--- src/dpf_defs.svh ---
// Constants for the debug-port flash programming registers.
// Assumes inclusion by the register block and the bench only.
`ifndef DPF_DEFS_SVH
`define DPF_DEFS_SVH
// ---------------------------------------------
// Port register select codes
// ---------------------------------------------
`define DPF_SEL_DEVID 8'h00
`define DPF_SEL_REVID 8'h01
`define DPF_SEL_UNLOCK 8'h02
`define DPF_SEL_DATA 8'hb4
// ---------------------------------------------
// Unlock codes, commands, reset values
// ---------------------------------------------
`define DPF_KEY_FIRST 8'h02
`define DPF_KEY_SECOND 8'h01
`define DPF_CMD_ERASE_ALL 8'h03
`define DPF_CMD_READ 8'h06
`define DPF_CMD_WRITE 8'h07
`define DPF_CMD_PAGE_ERASE 8'h08
`define DPF_RST_BYTE 8'h00
`define DPF_RST_ADDR 16'h0000
`define DPF_RST_CNT 9'h000
`define DPF_CNT_ONE 9'h001
`define DPF_CNT_FULL 9'h100
`define DPF_ADDR_ONE 16'h0001
// Identity values, arbitrary
`define DPF_DEV_ID 8'h5a
`define DPF_REV_ID 8'h0a
`endif

--- src/dpf_pkg.sv ---
// Types for the debug-port flash programming registers.
// Assumes dpf_defs.svh alongside.
package dpf_pkg;
	// Unlock sequence states
	typedef enum logic [1:0] {
		UNL_LOCKED = 2'b00,
		UNL_FIRST = 2'b01,
		UNL_OPEN = 2'b11
	} dpf_unlock_t;
	// Command engine states
	typedef enum logic [2:0] {
		C_IDLE = 3'b000,
		C_ADDR_HI = 3'b001,
		C_ADDR_LO = 3'b011,
		C_LEN = 3'b010,
		C_DATA = 3'b110,
		C_FLASH = 3'b111
	} dpf_cmd_t;
	// Flash operations
	typedef enum logic [1:0] {
		FOP_ERASE_ALL = 2'b00,
		FOP_PAGE_ERASE = 2'b01,
		FOP_READ = 2'b10,
		FOP_WRITE = 2'b11
	} dpf_fop_t;
	// Request toward the flash controller
	typedef struct packed {
		logic valid;
		dpf_fop_t op;
		logic [15:0] addr;
		logic [7:0] wdata;
	} dpf_flash_req_t;
	// Access strobes from the debug port decoder
	typedef struct packed {
		logic addr_wr;
		logic data_wr;
		logic data_rd;
		logic [7:0] wdata;
	} dpf_port_req_t;
endpackage

--- src/dpf_prog_regs.sv ---
// Data registers of the two-wire debug port used for flash programming.
// Assumes the port decoder delivers one-cycle strobes on ref_clk_i.
`include "dpf_defs.svh"

module dpf_prog_regs
	import dpf_pkg::*;
(
	// Clock and reset
	input wire logic ref_clk_i,
	input wire logic rst_i,
	// Debug port access
	input wire dpf_port_req_t port_req_i,
	output logic [7:0] rdata_o,
	output logic rvalid_o,
	// Status
	output logic prog_enable_o,
	output logic busy_o,
	// Flash controller
	output dpf_flash_req_t flash_req_o,
	input wire logic flash_done_i,
	input wire logic [7:0] flash_rdata_i
);
	// ---------------------------------------------
	// State
	// ---------------------------------------------
	logic [7:0] sel_reg;
	logic [7:0] unlock_reg;
	logic [7:0] unlock_next;
	dpf_unlock_t unl_state_reg;
	dpf_unlock_t unl_state_next;
	logic prog_en_reg;
	dpf_cmd_t cmd_state_reg;
	dpf_cmd_t cmd_state_next;
	dpf_fop_t cmd_op_reg;
	dpf_fop_t cmd_op_next;
	logic [15:0] faddr_reg;
	logic [15:0] faddr_next;
	logic [8:0] count_reg;
	logic [8:0] count_next;
	logic [7:0] data_reg;
	logic [7:0] data_next;
	dpf_flash_req_t freq_reg;
	dpf_flash_req_t freq_next;
	logic [7:0] rdata_reg;
	logic [7:0] rdata_next;
	logic rvalid_reg;
	logic busy_reg;
	logic start;

	// ---------------------------------------------
	// Access decode
	// ---------------------------------------------
	// Strobes come only from the debug port, never the firmware space
	wire unl_wr = port_req_i.data_wr && (sel_reg == `DPF_SEL_UNLOCK);
	wire dat_wr = port_req_i.data_wr && (sel_reg == `DPF_SEL_DATA);
	wire dat_rd = port_req_i.data_rd && (sel_reg == `DPF_SEL_DATA);
	wire key1_wr = unl_wr && (port_req_i.wdata == `DPF_KEY_FIRST);
	wire key2_wr = unl_wr && (port_req_i.wdata == `DPF_KEY_SECOND);
	wire cmd_ok = dat_wr && prog_en_reg && (cmd_state_reg == C_IDLE);
	wire is_block = (cmd_op_reg == FOP_READ) || (cmd_op_reg == FOP_WRITE);
	wire last_byte = (count_reg == `DPF_CNT_ONE);
	wire [8:0] len_cnt = (port_req_i.wdata == `DPF_RST_BYTE) ? `DPF_CNT_FULL
		: {1'b0, port_req_i.wdata};

	// Read selection; identity registers ignore writes
	assign rdata_next = (sel_reg == `DPF_SEL_DEVID) ? `DPF_DEV_ID
		: (sel_reg == `DPF_SEL_REVID) ? `DPF_REV_ID
		: (sel_reg == `DPF_SEL_UNLOCK) ? unlock_reg
		: (sel_reg == `DPF_SEL_DATA) ? data_reg
		: `DPF_RST_BYTE;

	// ---------------------------------------------
	// Unlock sequence
	// ---------------------------------------------
	// Ordered pair opens; a repeated first key keeps, any other code drops a partial sequence
	always_comb
	begin
		unl_state_next = unl_state_reg;
		unlock_next = unl_wr ? port_req_i.wdata : unlock_reg;
		unique case (unl_state_reg)
			UNL_LOCKED:
			begin
				if (key1_wr)
					unl_state_next = UNL_FIRST;
			end
			UNL_FIRST:
			begin
				if (key2_wr)
					unl_state_next = UNL_OPEN;
				else if (key1_wr)
					unl_state_next = UNL_FIRST;
				else if (unl_wr)
					unl_state_next = UNL_LOCKED;
			end
			UNL_OPEN:
				unl_state_next = UNL_OPEN;
			default:
				unl_state_next = UNL_LOCKED;
		endcase
	end

	// ---------------------------------------------
	// Command engine
	// ---------------------------------------------
	// Parses command, address, length and data bytes
	always_comb
	begin
		cmd_state_next = cmd_state_reg;
		cmd_op_next = cmd_op_reg;
		faddr_next = faddr_reg;
		count_next = count_reg;
		data_next = dat_wr ? port_req_i.wdata : data_reg;
		freq_next = freq_reg;
		start = 1'b0;
		unique case (cmd_state_reg)
			C_IDLE:
			begin
				if (cmd_ok)
				begin
					cmd_state_next = C_ADDR_HI;
					if (port_req_i.wdata == `DPF_CMD_ERASE_ALL)
					begin
						cmd_op_next = FOP_ERASE_ALL;
						cmd_state_next = C_FLASH;
						start = 1'b1;
					end
					else if (port_req_i.wdata == `DPF_CMD_PAGE_ERASE)
						cmd_op_next = FOP_PAGE_ERASE;
					else if (port_req_i.wdata == `DPF_CMD_READ)
						cmd_op_next = FOP_READ;
					else if (port_req_i.wdata == `DPF_CMD_WRITE)
						cmd_op_next = FOP_WRITE;
					else
						cmd_state_next = C_IDLE;
				end
			end
			C_ADDR_HI:
			begin
				if (dat_wr)
				begin
					faddr_next = {port_req_i.wdata, faddr_reg[7:0]};
					cmd_state_next = C_ADDR_LO;
				end
			end
			C_ADDR_LO:
			begin
				if (dat_wr)
				begin
					faddr_next = {faddr_reg[15:8], port_req_i.wdata};
					cmd_state_next = is_block ? C_LEN : C_FLASH;
					start = !is_block;
				end
			end
			C_LEN:
			begin
				if (dat_wr)
				begin
					count_next = len_cnt;
					start = (cmd_op_reg == FOP_READ);
					cmd_state_next = start ? C_FLASH : C_DATA;
				end
			end
			C_DATA:
			begin
				// Write waits for a byte, read waits for the host to take one
				start = (cmd_op_reg == FOP_WRITE) ? dat_wr : dat_rd;
				if (start)
					cmd_state_next = C_FLASH;
			end
			C_FLASH:
			begin
				if (flash_done_i)
				begin
					freq_next.valid = 1'b0;
					cmd_state_next = C_IDLE;
					// Flash data wins over a host write in the same cycle
					if (cmd_op_reg == FOP_READ)
						data_next = flash_rdata_i;
					if (is_block)
					begin
						faddr_next = faddr_reg + `DPF_ADDR_ONE;
						count_next = count_reg - `DPF_CNT_ONE;
						cmd_state_next = last_byte ? C_IDLE : C_DATA;
					end
				end
			end
			default:
				cmd_state_next = C_IDLE;
		endcase
		if (start)
		begin
			freq_next.valid = 1'b1;
			freq_next.op = cmd_op_next;
			freq_next.addr = faddr_next;
			freq_next.wdata = port_req_i.wdata;
		end
	end

	// ---------------------------------------------
	// Registers
	// ---------------------------------------------
	// Port select and unlock state
	always_ff @(posedge ref_clk_i)
	begin
		if (rst_i)
		begin
			sel_reg <= `DPF_RST_BYTE;
			unlock_reg <= `DPF_RST_BYTE;
			unl_state_reg <= UNL_LOCKED;
			prog_en_reg <= 1'b0;
		end
		else
		begin
			if (port_req_i.addr_wr)
				sel_reg <= port_req_i.wdata;
			unlock_reg <= unlock_next;
			unl_state_reg <= unl_state_next;
			prog_en_reg <= (unl_state_next == UNL_OPEN);
		end
	end

	// Command engine and flash request
	always_ff @(posedge ref_clk_i)
	begin
		if (rst_i)
		begin
			cmd_state_reg <= C_IDLE;
			cmd_op_reg <= FOP_ERASE_ALL;
			faddr_reg <= `DPF_RST_ADDR;
			count_reg <= `DPF_RST_CNT;
			data_reg <= `DPF_RST_BYTE;
			freq_reg <= '0;
			busy_reg <= 1'b0;
		end
		else
		begin
			cmd_state_reg <= cmd_state_next;
			cmd_op_reg <= cmd_op_next;
			faddr_reg <= faddr_next;
			count_reg <= count_next;
			data_reg <= data_next;
			freq_reg <= freq_next;
			busy_reg <= (cmd_state_next != C_IDLE);
		end
	end

	// Read answer, one cycle after the strobe
	always_ff @(posedge ref_clk_i)
	begin
		if (rst_i)
		begin
			rdata_reg <= `DPF_RST_BYTE;
			rvalid_reg <= 1'b0;
		end
		else
		begin
			rdata_reg <= port_req_i.data_rd ? rdata_next : rdata_reg;
			rvalid_reg <= port_req_i.data_rd;
		end
	end

	assign rdata_o = rdata_reg;
	assign rvalid_o = rvalid_reg;
	assign prog_enable_o = prog_en_reg;
	assign busy_o = busy_reg;
	assign flash_req_o = freq_reg;
endmodule

--- config.mk ---
export PLATFORM = sky130hd
export DESIGN_NAME = dpf_prog_regs
export DESIGN_NICKNAME = d
export VERILOG_FILES = /design/src/dpf_pkg.sv /design/src/dpf_prog_regs.sv
export VERILOG_INCLUDE_DIRS = /design/src
export SDC_FILE = /design/constraint.sdc
export NUM_CORES = 1
export LEC_CHECK = 0
export BUFFER_PORTS_ARGS = -buffer_cell sky130_fd_sc_hd__buf_2
export CAP_MARGIN = 20
export CELL_PAD_IN_SITES_DETAIL_PLACEMENT = 0
export CELL_PAD_IN_SITES_GLOBAL_PLACEMENT = 2
export CORE_UTILIZATION = 34
export DETAILED_ROUTE_END_ITERATION = 7
export GPL_TIMING_DRIVEN = 1
export PLACE_DENSITY = 0.82
export SETUP_SLACK_MARGIN = 0.5
export SYNTH_ARGS = -nofsm -noshare
export SYNTH_HDL_FRONTEND = slang
export SYNTH_SLANG_ARGS = --single-unit
--- constraint.sdc ---
create_clock -name ref_clk_i -period 2.8 [get_ports ref_clk_i]
set_input_delay 0.28 -clock ref_clk_i [delete_from_list [all_inputs] [get_ports ref_clk_i]]
set_output_delay 0.28 -clock ref_clk_i [all_outputs]
set_load 0.02 [all_outputs]
==> results of run 1 <==
## cell families (layout without fill, tap and decap cells)
kind of cell | Yosys count | count (layout) | synth area share
and+or+nand+nor | 233 | 233 | 0.247
AOI/OAI and AO/OA | 192 | 192 | 0.267
DFF | 94 | 94 | 0.387
buffers and inverters | 71 | 120 | 0.0592
muxes | 15 | 15 | 0.0312
adders and majority gates | 3 | 3 | 0.00772
## power breakdown
part	internal, W	switching [W]
Clock	0.000921	0.000544
Combinational	0.0000605	0.000125
Sequential	0.00135	0.0000152
Total	0.00234	0.000684
## worst paths after layout
path | start | end | slack (ns)
min reg2reg | unlock_reg[0]$_SDFFE_PP0P_ | unlock_reg[0]$_SDFFE_PP0P_ | 0.46
max reg2reg | sel_reg[5]$_SDFFE_PP0P_ | flash_req_o[16]$_SDFFE_PP0P_ | 0.60
max | sel_reg[5]$_SDFFE_PP0P_ | flash_req_o[16]$_SDFFE_PP0P_ | 0.60
min | flash_rdata_i[3] | data_reg[3]$_SDFF_PP0_ | 0.21
## through the flow
step           instances  setup slack (ns)   util  area (sq um)
2_1_floorplan        608             0.525      -          4860
3_3_place_gp         817             0.263  0.385          5360
3_5_place_dp         817             0.202  0.385          5360
4_1_cts              833             0.499  0.412          5740
5_1_grt              837             0.483  0.418          5830
6_report             837             0.604  0.418          5830
## per-layer routing
layer | global-route usage | routed length [um] | share of wire
met5 | 0 | 0 | 0
met4 | 0.115 | 603 | 0.038
met3 | 0.0538 | 952 | 0.060
met2 | 0.338 | 7130 | 0.45
met1 | 0.291 | 7300 | 0.46
## final cells by class
class | instances | share of cell area
flip-flops and latches | 94 | 0.323
inverters | 15 | 0.00966
repair buffers | 89 | 0.0921
clock buffers | 11 | 0.0434
well taps | 180 | 0.0386
multi-input cells | 443 | 0.475
clock inverters | 5 | 0.0180
## cell usage after synthesis (3+ instances only)
cell                        instances
sky130_fd_sc_hd__a211o_1            3
sky130_fd_sc_hd__a211oi_1          10
sky130_fd_sc_hd__a21oi_1           60
sky130_fd_sc_hd__a221oi_1           3
sky130_fd_sc_hd__a22oi_1            6
sky130_fd_sc_hd__a311oi_1          11
sky130_fd_sc_hd__a31oi_1            5
sky130_fd_sc_hd__a32o_1             4
sky130_fd_sc_hd__and2_1             4
sky130_fd_sc_hd__and3_1             6
sky130_fd_sc_hd__and4_1             6
sky130_fd_sc_hd__clkbuf_1          49
sky130_fd_sc_hd__dfxtp_1           94
sky130_fd_sc_hd__ha_1               3
sky130_fd_sc_hd__inv_1             15
sky130_fd_sc_hd__mux2i_1           14
sky130_fd_sc_hd__nand2_1           51
sky130_fd_sc_hd__nand2b_1           4
sky130_fd_sc_hd__nand3_1           30
sky130_fd_sc_hd__nand4_1            7
sky130_fd_sc_hd__nor2_1            66
sky130_fd_sc_hd__nor2b_1            4
sky130_fd_sc_hd__nor3_1            10
sky130_fd_sc_hd__nor3b_1            5
sky130_fd_sc_hd__nor4_1            13
sky130_fd_sc_hd__o2111ai_1          3
sky130_fd_sc_hd__o21a_1             4
sky130_fd_sc_hd__o21ai_0           25
sky130_fd_sc_hd__o221ai_1           7
sky130_fd_sc_hd__o22a_1             4
sky130_fd_sc_hd__o22ai_1            4
sky130_fd_sc_hd__o31ai_1           16
sky130_fd_sc_hd__or2_2              4
sky130_fd_sc_hd__or3_1              6
sky130_fd_sc_hd__or4_1              3
## what timing repair did
item / CTS / global route
setup buffers: 0 / 4
endpoints found under the setup margin: 19 / 34
resized for setup: 5 / 13
pin swaps: 0 / 1
## worst register-to-register path: cells and delay by family, from the launching register on
family | cells | cell delay (ns)
buf+inv | 2 | 0.47
compound gates | 2 | 0.45
flops | 1 | 0.37
simple gates | 3 | 0.80
==> results, run 1 <==
- The top cell types in the final layout, fill and taps aside, are 93 x sky130_fd_sc_hd__dfxtp_1, 65 x sky130_fd_sc_hd__nor2_1, 59 x sky130_fd_sc_hd__a21oi_1, 59 x sky130_fd_sc_hd__buf_2, 51 x sky130_fd_sc_hd__nand2_1.
- The run finished with clean final reports.
- Yosys attributes the largest share of cell area to sky130_fd_sc_hd__dfxtp_1 39%, sky130_fd_sc_hd__a21oi_1 6.2%, sky130_fd_sc_hd__nor2_1 5.1%.
- Summing all flip-flop and latch instances after layout gives 0.00188 sq mm.
- The number of flip-flops under the largest register name is 27.
- The worst setup path is launched from a flop.
- The clock net in this run drives a total of 94 sinks.
- The sum of negative setup slack is 0 ns.
- The core region is 0.0139 sq mm.
- After technology mapping, the gate count stands at 608.
- The power density relative to cell area is 518 mW/mm^2.
- The global placement routability congestion is 0.828.
- On the worst path, the slowest cell contributes a delay of 0.38 ns.
- Summed over all layers, the global routing overflow is 0.
- The worst hold slack is 0.206 ns.
- The number of distinct library cells after synthesis is 71.
- The first global-routing pass estimated 24700 um of wire.
- The number of cells on the worst reg-to-reg path is 7.
- The clock period minus worst slack is 2.20 ns.
- The clock tree from TritonCTS is built.
- The arrival time at the worst endpoint is 2.44 ns.
- The chip height is 122 um.
- The share of Yosys cell area claimed by the top area cell type is 0.387.
- The final count of hold timing violations is 0.
- The number of global-route vias before repair is 4485.
- The number of antenna violations at the first check in global routing is 0.
- The clock reaches the later pin of the worst-skew pair after 0.36 ns.
- The library cell occupying the most area in the post-synthesis netlist is sky130_fd_sc_hd__dfxtp_1.
- The total global routing track utilization is 0.222.
- IR analysis of the VDD net gives a maximum drop of 0.302 mV.
- The number of design rule violations left after detail routing is 0.
- The buffer levels on the longest clock path is 2.
- The relative slew slack is 0.441.
- The average instance in the mapped netlist occupies 7.99 sq um.
- The half-perimeter wire length after detailed placement is 10600 um.
- Setup repair after global routing could not meet its margin everywhere.
- Dividing the detail-routed via count by the number of cells gives 5.85.
- The clock tree synthesis step divided the H-tree into 3 levels.
- Setup violations remaining at the end of the flow were counted as 0.
- After the last flow step, the layout net total stands at 677.
- In this run, post-CTS hold repair placed 0 buffers.
- The cell at the slowest stage of the critical path is sky130_fd_sc_hd__nor4bb_4.
- The first TritonRoute pass finished after 5 iterations.
- The pin slew with the least headroom to its limit is 0.838 ns.
- The overall die width is 122 um.
- The min-delay analysis places its worst path in the category in -> reg.
- Overall power consumption after layout is estimated at 0.00302 W.
- The critical path crosses 7 cells after its start point.
- Dividing the final minimum period by the clock period gives 0.784.
- The floorplan step defined a die boundary enclosing 0.0148 sq mm.
- The area added between synthesis and finish is 19.9%.
- Traced cell by cell, the critical path runs through nor4bb_4 > nand3_2 > buf_4 > o21a_1 > nand2_4 > buf_4 > a21oi_1.
- During synthesis, Yosys emitted a total of 0 warnings.
- The total area of multi-input combinational cells is 0.00277 sq mm.
- The analysis attributes to cell leakage a power of 2.19 nW.
- The buffering stage count on the worst path with inverters included is 2.
- Clock skew on the completed layout was measured at 0.00482 ns.
- 0 antenna diodes ended up in the layout.
- The boundary pin count is 60.
- The post-synth net total is 633.
- The critical path required time is 3.05 ns.
- The tool flagged a number of max-cap violations equal to 0.
- The fraction of final layout cells sized beyond drive strength 1 is 0.202.
- The number of antenna-violating nets in the routed design is 0.
- Input and output buffers added on the ports amount to 59.
- The maximum number of pins on one net before global-route repair is 77.
- The number of inserted filler cells in the final layout is 1423.
- For this run, the top clock speed supported by timing is 0.455 GHz.
- The overall via count from detail_route is 4896.
- The number of cells on the worst hold path is 3.
- Wires add up to 16000 um.
- The family of cells with the greatest summed delay on the critical path is simple AND/OR/NAND/NOR gates.
- The synthesized design contains 0 enable-type register cells.
- The share of the yosys chip area belonging to registers is 0.387.
- For this configuration, the core starts out at a cell density of 0.349.
- After clock tree synthesis, the clock-pin slew on the worst setup and hold paths is 0.06 ns.
- The final max-slew violation count is 0.
- The initialized floorplan defines 43 standard-cell rows.
- The worst setup path category is reg -> reg.
- The element type at the critical path end is a flop.
- Among all flip-flop cells after synthesis, the most frequent one is sky130_fd_sc_hd__dfxtp_1.
- In this run, synthesis produced a sequential element count of 94.
- Of all flip-flops after synthesis, the portion carrying an async set or reset was 0.
- In the final routed layout, each cell accounts on average for 19.1 um.
- Summing every instance area after synthesis gives 0.00486 sq mm.
- The total clock buffers created by CTS is 9.
- The cell sitting at the root of the clock tree is a sky130_fd_sc_hd__clkbuf_16.
- The leading cell type in the layout, fill and taps excluded is sky130_fd_sc_hd__dfxtp_1.
- The first routing iteration left 378 violations.
- Counting stages on the worst path, the most repeated cell is sky130_fd_sc_hd__buf_4.
- Along the worst path, the maximum fanout reaches 14.
Power figures use the tool's default switching activity.
==> inputs of run 2 (changes only) <==
--- a/config.mk
+++ b/config.mk
@@ -6,14 +6,15 @@
 export SDC_FILE = /design/constraint.sdc
 export NUM_CORES = 1
 export LEC_CHECK = 0
+export ABC_AREA = 1
 export BUFFER_PORTS_ARGS = -buffer_cell sky130_fd_sc_hd__buf_2
 export CAP_MARGIN = 20
 export CELL_PAD_IN_SITES_DETAIL_PLACEMENT = 0
 export CELL_PAD_IN_SITES_GLOBAL_PLACEMENT = 2
-export CORE_UTILIZATION = 34
+export CORE_UTILIZATION = 29
 export DETAILED_ROUTE_END_ITERATION = 7
 export GPL_TIMING_DRIVEN = 1
-export PLACE_DENSITY = 0.82
+export PLACE_DENSITY = 0.79
 export SETUP_SLACK_MARGIN = 0.5
 export SYNTH_ARGS = -nofsm -noshare
 export SYNTH_HDL_FRONTEND = slang
==> constraint.sdc (replaced) <==
create_clock -name ref_clk_i -period 1.8 [get_ports ref_clk_i]
set_input_delay 0.18 -clock ref_clk_i [delete_from_list [all_inputs] [get_ports ref_clk_i]]
set_output_delay 0.18 -clock ref_clk_i [all_outputs]
set_load 0.02 [all_outputs]
==> results, run 2 <==
- The largest stage delay on the critical path is 0.37 ns (about the same).
- The post-synth net total is 823 (+30%).
- The boundary pin count is 60 (unchanged).
- The clock sink count is 94 (unchanged).
- The register bit total from synthesis was 94 (unchanged).
- The die area came to 0.0188 sq mm (+27%).
- The post-route cell area came to 0.00790 sq mm (+35%).
- The number of global-route vias before repair is 5216 (+16%).
- The filler-free cell count of the finished design is 1175 (+40%).
- The number of antenna violations at the first check in global routing came to 0 (unchanged).
- Among cell families on the critical path, the largest total delay comes from simple AND/OR/NAND/NOR gates.
- The final global-route overflow total is 0 (unchanged).
- The simple-gate area share of the yosys netlist was 0.395 (+0.147).
- The chip height is 137 um (+13%).
- The element type at the critical path end is a flop.
- The critical path required time is 2.06 ns (-0.99 ns).
- The static leakage is 3.81 nW (+74%).
- The first-pass iteration count of the detailed router is 5 (unchanged).
- The final max-slew violation count is 0 (unchanged).
- The worst hold slack came to 0.0599 ns (-0.147 ns).
- The type of origin of the critical path is a flop.
- The area of the placeable core is 0.0179 sq mm (+28%).
- The placed instance area is 0.00627 sq mm (+17%).
- The fraction of synthesis flops using an asynchronous set or reset pin was 0 (unchanged).
- By count the netlist is led by 203 x sky130_fd_sc_hd__nand2_1, 101 x sky130_fd_sc_hd__nor2_1, 94 x sky130_fd_sc_hd__dfxtp_1.
- The number of flip-flops under the largest register name is 27 (unchanged).
- The post-synthesis instance area is 0.00529 sq mm (+8.9%).
- The leading cell type in the layout, fill and taps excluded is sky130_fd_sc_hd__nand2_1.
- The peak ir drop on the vdd network came to 0.473 mV (+57%).
- The clock period minus worst slack is 1.68 ns (-0.516 ns).
- The share of Yosys cell area claimed by the top area cell type is 0.356 (-0.0317).
- The type of the worst min-delay path is in -> reg.
- The hold-fix buffer count after cts was 0 (unchanged).
- The clock-pin slew on the worst setup and hold paths is 0.07 ns (about the same).
- The pin slew with the least headroom to its limit is 0.463 ns (-0.375 ns).
- The overall via count from detail_route is 5661 (+16%).
- The most repeated cell in the gate-level netlist after synthesis is sky130_fd_sc_hd__nand2_1.
- The buffer levels on the longest clock path is 2 (unchanged).
- Sorting the synthesized cells by area gives the leading types as sky130_fd_sc_hd__dfxtp_1 36%, sky130_fd_sc_hd__nand2_1 14%, sky130_fd_sc_hd__nand3_1 7.3%.
- The cell count after placement is 1105 (+35%).
- The final count of hold timing violations was 0 (unchanged).
- The diode insertion count for antenna repair came to 0 (unchanged).
- After synthesis, the largest family of logic cells by area is simple AND/OR/NAND/NOR gates.
- The number of violations reported at the end of detailed-routing iteration 0 was 345 (-8.7%).
- The total of buffers placed on input and output ports is 59 (unchanged).
- The depth of the CTS H-tree was 3 (unchanged).
- The signal on the critical path passes through inv_4 > nand2_4 > nor2_4 > nand2_1 > nor2_2 > buf_6 > nand2_8 > nand3_2 > nand4_1 > and2_1.
- The net count reported at finish was 966 (+43%).
- The buffering stage count on the worst path with inverters included is 2 (unchanged).
- The power density relative to cell area was 541 mW/mm^2 (+4.5%).
- The per-instance average area after synthesis is 6.63 sq um (-17%).
- The highest fanout seen on the critical path is 5 (-9).
- The maximum number of pins on one net before global-route repair is 42 (-45%).
- The total clock buffers created by CTS came to 9 (unchanged).
- The area share of fa/ha/maj cells after synthesis is 0.00709 (-0.000632).
- The wire length of the first global-routing pass is 30100 um (+22%).
- The total detailed-routing wirelength is 19600 um (+22%).
- The sum of negative setup slack is 0 ns (unchanged).
- The count of flip-flops with a built-in enable after synthesis is 0 (unchanged).
- The routed via count divided by cell count came to 4.82 (-18%).
- The synthesized-area fraction occupied by ao, oa, aoi and oai cells was 0.129 (-0.138).
- The number of design rule violations left after detail routing is 0 (unchanged).
- Setup repair after global routing could not meet its margin everywhere.
- The row count is 49 (+14%).
- The xor-xnor portion of the synthesized cell area is 0.00662 (+0.00662).
- The number of maximum-capacitance violations was 0 (unchanged).
- The worst setup path category is reg -> reg.
- The most used flip-flop cell after synthesis is sky130_fd_sc_hd__dfxtp_1.
- The largest total area in the synthesized netlist belongs to sky130_fd_sc_hd__dfxtp_1.
- The share of the yosys chip area belonging to registers is 0.356 (-0.0317).
- The core occupancy in the finished layout was 0.441 (+0.0228).
- The effective utilization at floorplan is 0.296 (-0.0531).
- The overall die width is 137 um (+13%).
- The post-synthesis cell count was 798 (+31%).
- The routed length per placed instance is 16.6 um (-13%).
- The latest clock arrival within the worst-skew pair is 0.36 ns (about the same).
- The arrival time at the worst endpoint is 1.94 ns (-0.50 ns).
- The number of distinct library cells after synthesis is 43 (-39%).
- The worst clock skew came to 0.00797 ns (+0.00315 ns).
- The yosys synthesis warning count was 0 (unchanged).
- The number of antenna-violating nets in the routed design is 0 (unchanged).
- The final count of negative-setup-slack endpoints is 0 (unchanged).
- The relative slew slack came to 0.691 (+0.250).
- The fraction of final layout cells sized beyond drive strength 1 came to 0.415 (+0.213).
- The total global routing track utilization is 0.216 (-0.00567).
- The half-perimeter wire length after detailed placement is 13000 um (+23%).
- The global placement routability congestion was 0.794 (-4.0%).
- The period utilization is 0.933 (+0.149).
- The clock tree from TritonCTS is built.
- In the layout the commonest cells are 165 x sky130_fd_sc_hd__nand2_1, 79 x sky130_fd_sc_hd__nor2_1, 72 x sky130_fd_sc_hd__inv_1, 72 x sky130_fd_sc_hd__dfxtp_1, 60 x sky130_fd_sc_hd__buf_2.
- The root buffer cell is sky130_fd_sc_hd__clkbuf_16.
- The cell at the slowest stage of the critical path is sky130_fd_sc_hd__dfxtp_4.
- The mux share of post-synthesis cell area was 0 (-0.0312).
- The area added between synthesis and finish is 49.2%.
- The flow ran to the end, and the final reports show no timing, DRC or antenna violations.
- The fmax is 0.595 GHz (+31%).
[run 2: per-stage QoR]
| step | power (W) | setup slack [ns] |
|---|---|---|
| after floorplan | 0.00231 | 0.370 |
| after global placement | 0.00244 | -0.0104 |
| after detailed placement | 0.00244 | -0.0367 |
| after CTS | 0.00429 | 0.179 |
| after global routing | 0.00445 | 0.0452 |
| final | 0.00427 | 0.120 |
[run 2: area by class of cell]
type | count | area (sq um)
Timing Repair inverter | 2 | 15.0
Inverter | 100 | 405
Multi-Input combinational cell | 580 | 3700
Timing Repair Buffer | 154 | 1290
Fill cell | 1876 | 10000
Clock buffer | 11 | 233
Tap cell | 229 | 287
Clock inverter | 5 | 35.0
Sequential cell | 94 | 1930
[run 2: kinds of logic after synthesis]
logic type               after synthesis
adder cells (fa/ha/maj)                3
AO/OA/AOI/OAI                        116
XOR/XNOR                               4
flip-flops                            94
buffers and inverters                128
AND/OR/NAND/NOR                      453
[run 2: final timing paths]
kind / slack, ns / from / depth (start not counted) / end
worst max register to register: 0.12 / sel_reg[1]$_SDFFE_PP0P_ / 10 / faddr_reg[11]$_SDFF_PP0_
worst min register to register: 0.46 / rdata_o[2]$_SDFFE_PP0P_ / 2 / rdata_o[2]$_SDFFE_PP0P_
worst max-delay path: 0.12 / sel_reg[1]$_SDFFE_PP0P_ / 10 / faddr_reg[11]$_SDFF_PP0_
worst min-delay path: 0.06 / flash_rdata_i[7] / 3 / data_reg[7]$_SDFF_PP0_
[run 2: worst min-delay path, stage by stage]
cell                       delay, ns
sky130_fd_sc_hd__buf_2          0.08
sky130_fd_sc_hd__o211ai_2       0.08
sky130_fd_sc_hd__inv_1          0.04
[run 2: layer usage]
layer / wire length, um / up-vias / share of wire / GRT usage
li1: - / 2877 / - / -
met1: 9820 / 2672 / 0.50 / 0.318
met2: 8760 / 99 / 0.45 / 0.324
met3: 726 / 13 / 0.037 / 0.0367
met4: 253 / 0 / 0.013 / 0.0519
met5: 0 / - / 0 / 0
[run 2: where the power goes]
group / switching, W / internal (W)
Sequential: 0.0000224 / 0.00210
Combinational: 0.000215 / 0.000114
Clock: 0.000886 / 0.000940
[run 2: timing repair]
| action | 4_1_cts | 5_1_grt |
|---|---|---|
| setup endpoints to repair | 85 | 85 |
| setup buffers | 34 | 10 |
| pin swaps | 64 | 42 |
| cloned | 8 | 2 |
| gates resized for setup | 143 | 96 |
==> inputs of run 3 (changes only) <==
--- a/config.mk
+++ b/config.mk
@@ -11,10 +11,12 @@
 export CAP_MARGIN = 20
 export CELL_PAD_IN_SITES_DETAIL_PLACEMENT = 0
 export CELL_PAD_IN_SITES_GLOBAL_PLACEMENT = 2
+export CORE_ASPECT_RATIO = 0.5
 export CORE_UTILIZATION = 29
 export DETAILED_ROUTE_END_ITERATION = 7
 export GPL_TIMING_DRIVEN = 1
 export PLACE_DENSITY = 0.79
+export REMOVE_ABC_BUFFERS = 1
 export SETUP_SLACK_MARGIN = 0.5
 export SYNTH_ARGS = -nofsm -noshare
 export SYNTH_HDL_FRONTEND = slang
==> results, run 3 (same netlist as run 2, synthesis figures left out) <==
- The chip height was 97.5 um (-29%).
- The depth of the CTS H-tree is 3 (unchanged).
- The pin slew with the least headroom to its limit is 0.413 ns (-0.0500 ns).
- The diode insertion count for antenna repair is 0 (unchanged).
- The number of antenna violations at the first check in global routing is 0 (unchanged).
- The net count reported at finish came to 965 (-0.10%).
- The largest stage delay on the critical path is 0.33 ns (-0.04 ns).
- The buffer levels on the longest clock path is 2 (unchanged).
- The hold-fix buffer count after cts is 0 (unchanged).
- The slowest stage of the critical path belongs to the cell sky130_fd_sc_hd__dfxtp_2.
- The clock period minus worst slack is 1.66 ns (-0.0156 ns).
- The fmax came to 0.601 GHz (+0.94%).
- The clock-pin slew on the worst setup and hold paths was 0.07 ns (about the same).
- STA classifies the critical path endpoint as a flop.
- The overall die width came to 193 um (+41%).
- The library cell used most frequently in the layout, excluding fill and tap cells, is sky130_fd_sc_hd__nand2_1.
- The relative contribution of combinational cells to total power came to 0.075 (-0.002).
- Setup repair after global routing could not meet its margin everywhere.
- The number of violations reported at the end of detailed-routing iteration 0 is 291 (-16%).
- The top cell types in the final layout, fill and taps aside, are 163 x sky130_fd_sc_hd__nand2_1, 79 x sky130_fd_sc_hd__nor2_1, 74 x sky130_fd_sc_hd__inv_1.
- The worst slack at placement was -0.133 ns (-0.0960 ns).
- The peak ir drop on the vdd network came to 0.365 mV (-23%).
- The total global routing track utilization is 0.203 (-0.0137).
- The arrival time at the worst endpoint is 1.95 ns (about the same).
- The worst path setup slack after routing came to 0.136 ns (+0.0156 ns).
- The final max-slew violation count is 0 (unchanged).
- The worst setup path is of the reg -> reg kind.
- The number of inserted filler cells in the final layout is 1858 (-0.96%).
- The total of buffers placed on input and output ports is 59 (unchanged).
- The register cell area after layout is 0.00193 sq mm (+0.13%).
- The number of antenna-violating nets in the routed design is 0 (unchanged).
- The number of maximum-capacitance violations was 0 (unchanged).
- The worst hold slack was 0.0700 ns (+0.0100 ns).
- The maximum number of pins on one net before global-route repair is 76 (+81%).
- The clock sink count is 94 (unchanged).
- The critical path required time is 2.09 ns (+0.03 ns).
- The final count of hold timing violations is 0 (unchanged).
- The worst clock skew was 0.00751 ns (-0.000466 ns).
- The number of global-route vias before repair is 5492 (+5.3%).
- The relative slew slack is 0.723 (+0.0321).
- The effective utilization at floorplan was 0.301 (+0.00487).
- The half-perimeter wire length after detailed placement came to 12000 um (-7.6%).
- The root buffer cell is sky130_fd_sc_hd__clkbuf_16.
- The static leakage is 3.74 nW (-1.9%).
- The sequential group share of total power is 0.481 (-0.015).
- The number of flip-flops under the largest register name came to 27 (unchanged).
- The min-delay analysis places its worst path in the category in -> reg.
- The share of total power consumed by net switching is 0.252 (-0.0110).
- The power density relative to cell area came to 580 mW/mm^2 (+7.2%).
- The type of origin of the critical path is a flop.
- The period utilization is 0.924 (-0.00869).
- The row count is 34 (-31%).
- The highest fanout seen on the critical path came to 6 (+1).
- The routed length per placed instance is 15.8 um (-5.2%).
- The wire length of the first global-routing pass came to 29400 um (-2.2%).
- The global placement routability congestion was 0.852 (+7.3%).
- The die area is 0.0188 sq mm (+0.17%).
- The flow ran to the end, and the final reports show no timing, DRC or antenna violations.
- TritonCTS built the clock tree.
- The area of the placeable core came to 0.0176 sq mm (-1.6%).
- From synthesis to final layout, the design area changed by 43.4%.
- The fraction of final layout cells sized beyond drive strength 1 was 0.386 (-0.0292).
- The routed via count divided by cell count is 4.79 (-0.67%).
- The sum of negative setup slack is 0 ns (unchanged).
- The first-pass iteration count of the detailed router came to 5 (unchanged).
- The overall via count from detail_route is 5642 (-0.34%).
- The final count of negative-setup-slack endpoints came to 0 (unchanged).
- The total clock buffers created by CTS is 9 (unchanged).
- The total area of multi-input combinational cells is 0.00342 sq mm (-7.6%).
- The reported net switching power is 0.00111 W (-1.3%).
- The clock group share of total power is 0.444 (+0.017).
- The boundary pin count is 60 (unchanged).
- The number of design rule violations left after detail routing is 0 (unchanged).
- The cell-internal power was 0.00330 W (+4.6%).
- The final global-route overflow total is 0 (unchanged).
- The latest clock arrival within the worst-skew pair is 0.35 ns (about the same).
- The total detailed-routing wirelength is 18600 um (-4.9%).
- Walking the worst path, the cells encountered are inv_2 > nand2_4 > nor2_4 > nand3_4 > buf_12 > buf_12 > nand2_1 > nand3_1 > nand3_2 > nor2_1 > nor2_1.
[run 3: stage by stage]
step	instance area (sq um)	utilization	total power, W	cells
floorplan	5110	-	0.00228	770
global placement	6000	0.340	0.00241	1098
detailed placement	6000	0.340	0.00242	1098
CTS	7110	0.404	0.00442	1160
global route	7590	0.431	0.00455	1179
finish	7590	0.431	0.00440	1179
[run 3: power by group through the flow]
stage	combinational, W	clock [W]	sequential [W]
final	0.000332	0.00195	0.00212
after global routing	0.000357	0.00207	0.00212
after CTS	0.000300	0.00200	0.00212
after detailed placement	0.000247	0	0.00217
after global placement	0.000245	0	0.00217
after floorplan	0.000109	0	0.00217
[run 3: per-layer routing]
| metal | routed length, um | GRT usage | vias up |
|---|---|---|---|
| met5 | 0 | 0 | - |
| met4 | 413 | 0.0541 | 0 |
| met3 | 761 | 0.0343 | 32 |
| met2 | 8370 | 0.327 | 106 |
| met1 | 9060 | 0.277 | 2631 |
| li1 | - | - | 2873 |
[run 3: worst max-delay path: cells and delay by family, from the launching register on]
family        cells  cell delay [ns]
simple gates      8             0.86
flops             1             0.33
buf+inv           3             0.39
[run 3: final timing paths]
check	start	endpoint	cells after the start	slack (ns)
max	sel_reg[1]$_SDFFE_PP0P_	flash_req_o[15]$_SDFFE_PP0P_	11	0.14
max reg2reg	sel_reg[1]$_SDFFE_PP0P_	flash_req_o[15]$_SDFFE_PP0P_	11	0.14
min reg2reg	rdata_o[0]$_SDFFE_PP0P_	rdata_o[0]$_SDFFE_PP0P_	2	0.47
min	flash_rdata_i[0]	data_reg[0]$_SDFF_PP0_	3	0.07
[run 3: timing repair]
action	4_1_cts	5_1_grt
buffers inserted	40	19
pin swaps	37	42
resized for setup	137	89
cloned	6	0
endpoints found under the setup margin	85	85
[run 3: final cells by class]
class | count | area share
inverter | 100 | 0.0524
timing repair buffer | 155 | 0.164
clock buffer | 10 | 0.0302
timing repair inverter | 2 | 0.00198
clock inverter | 6 | 0.00824
multi-input combinational | 578 | 0.451
tap | 234 | 0.0386
sequential | 94 | 0.254
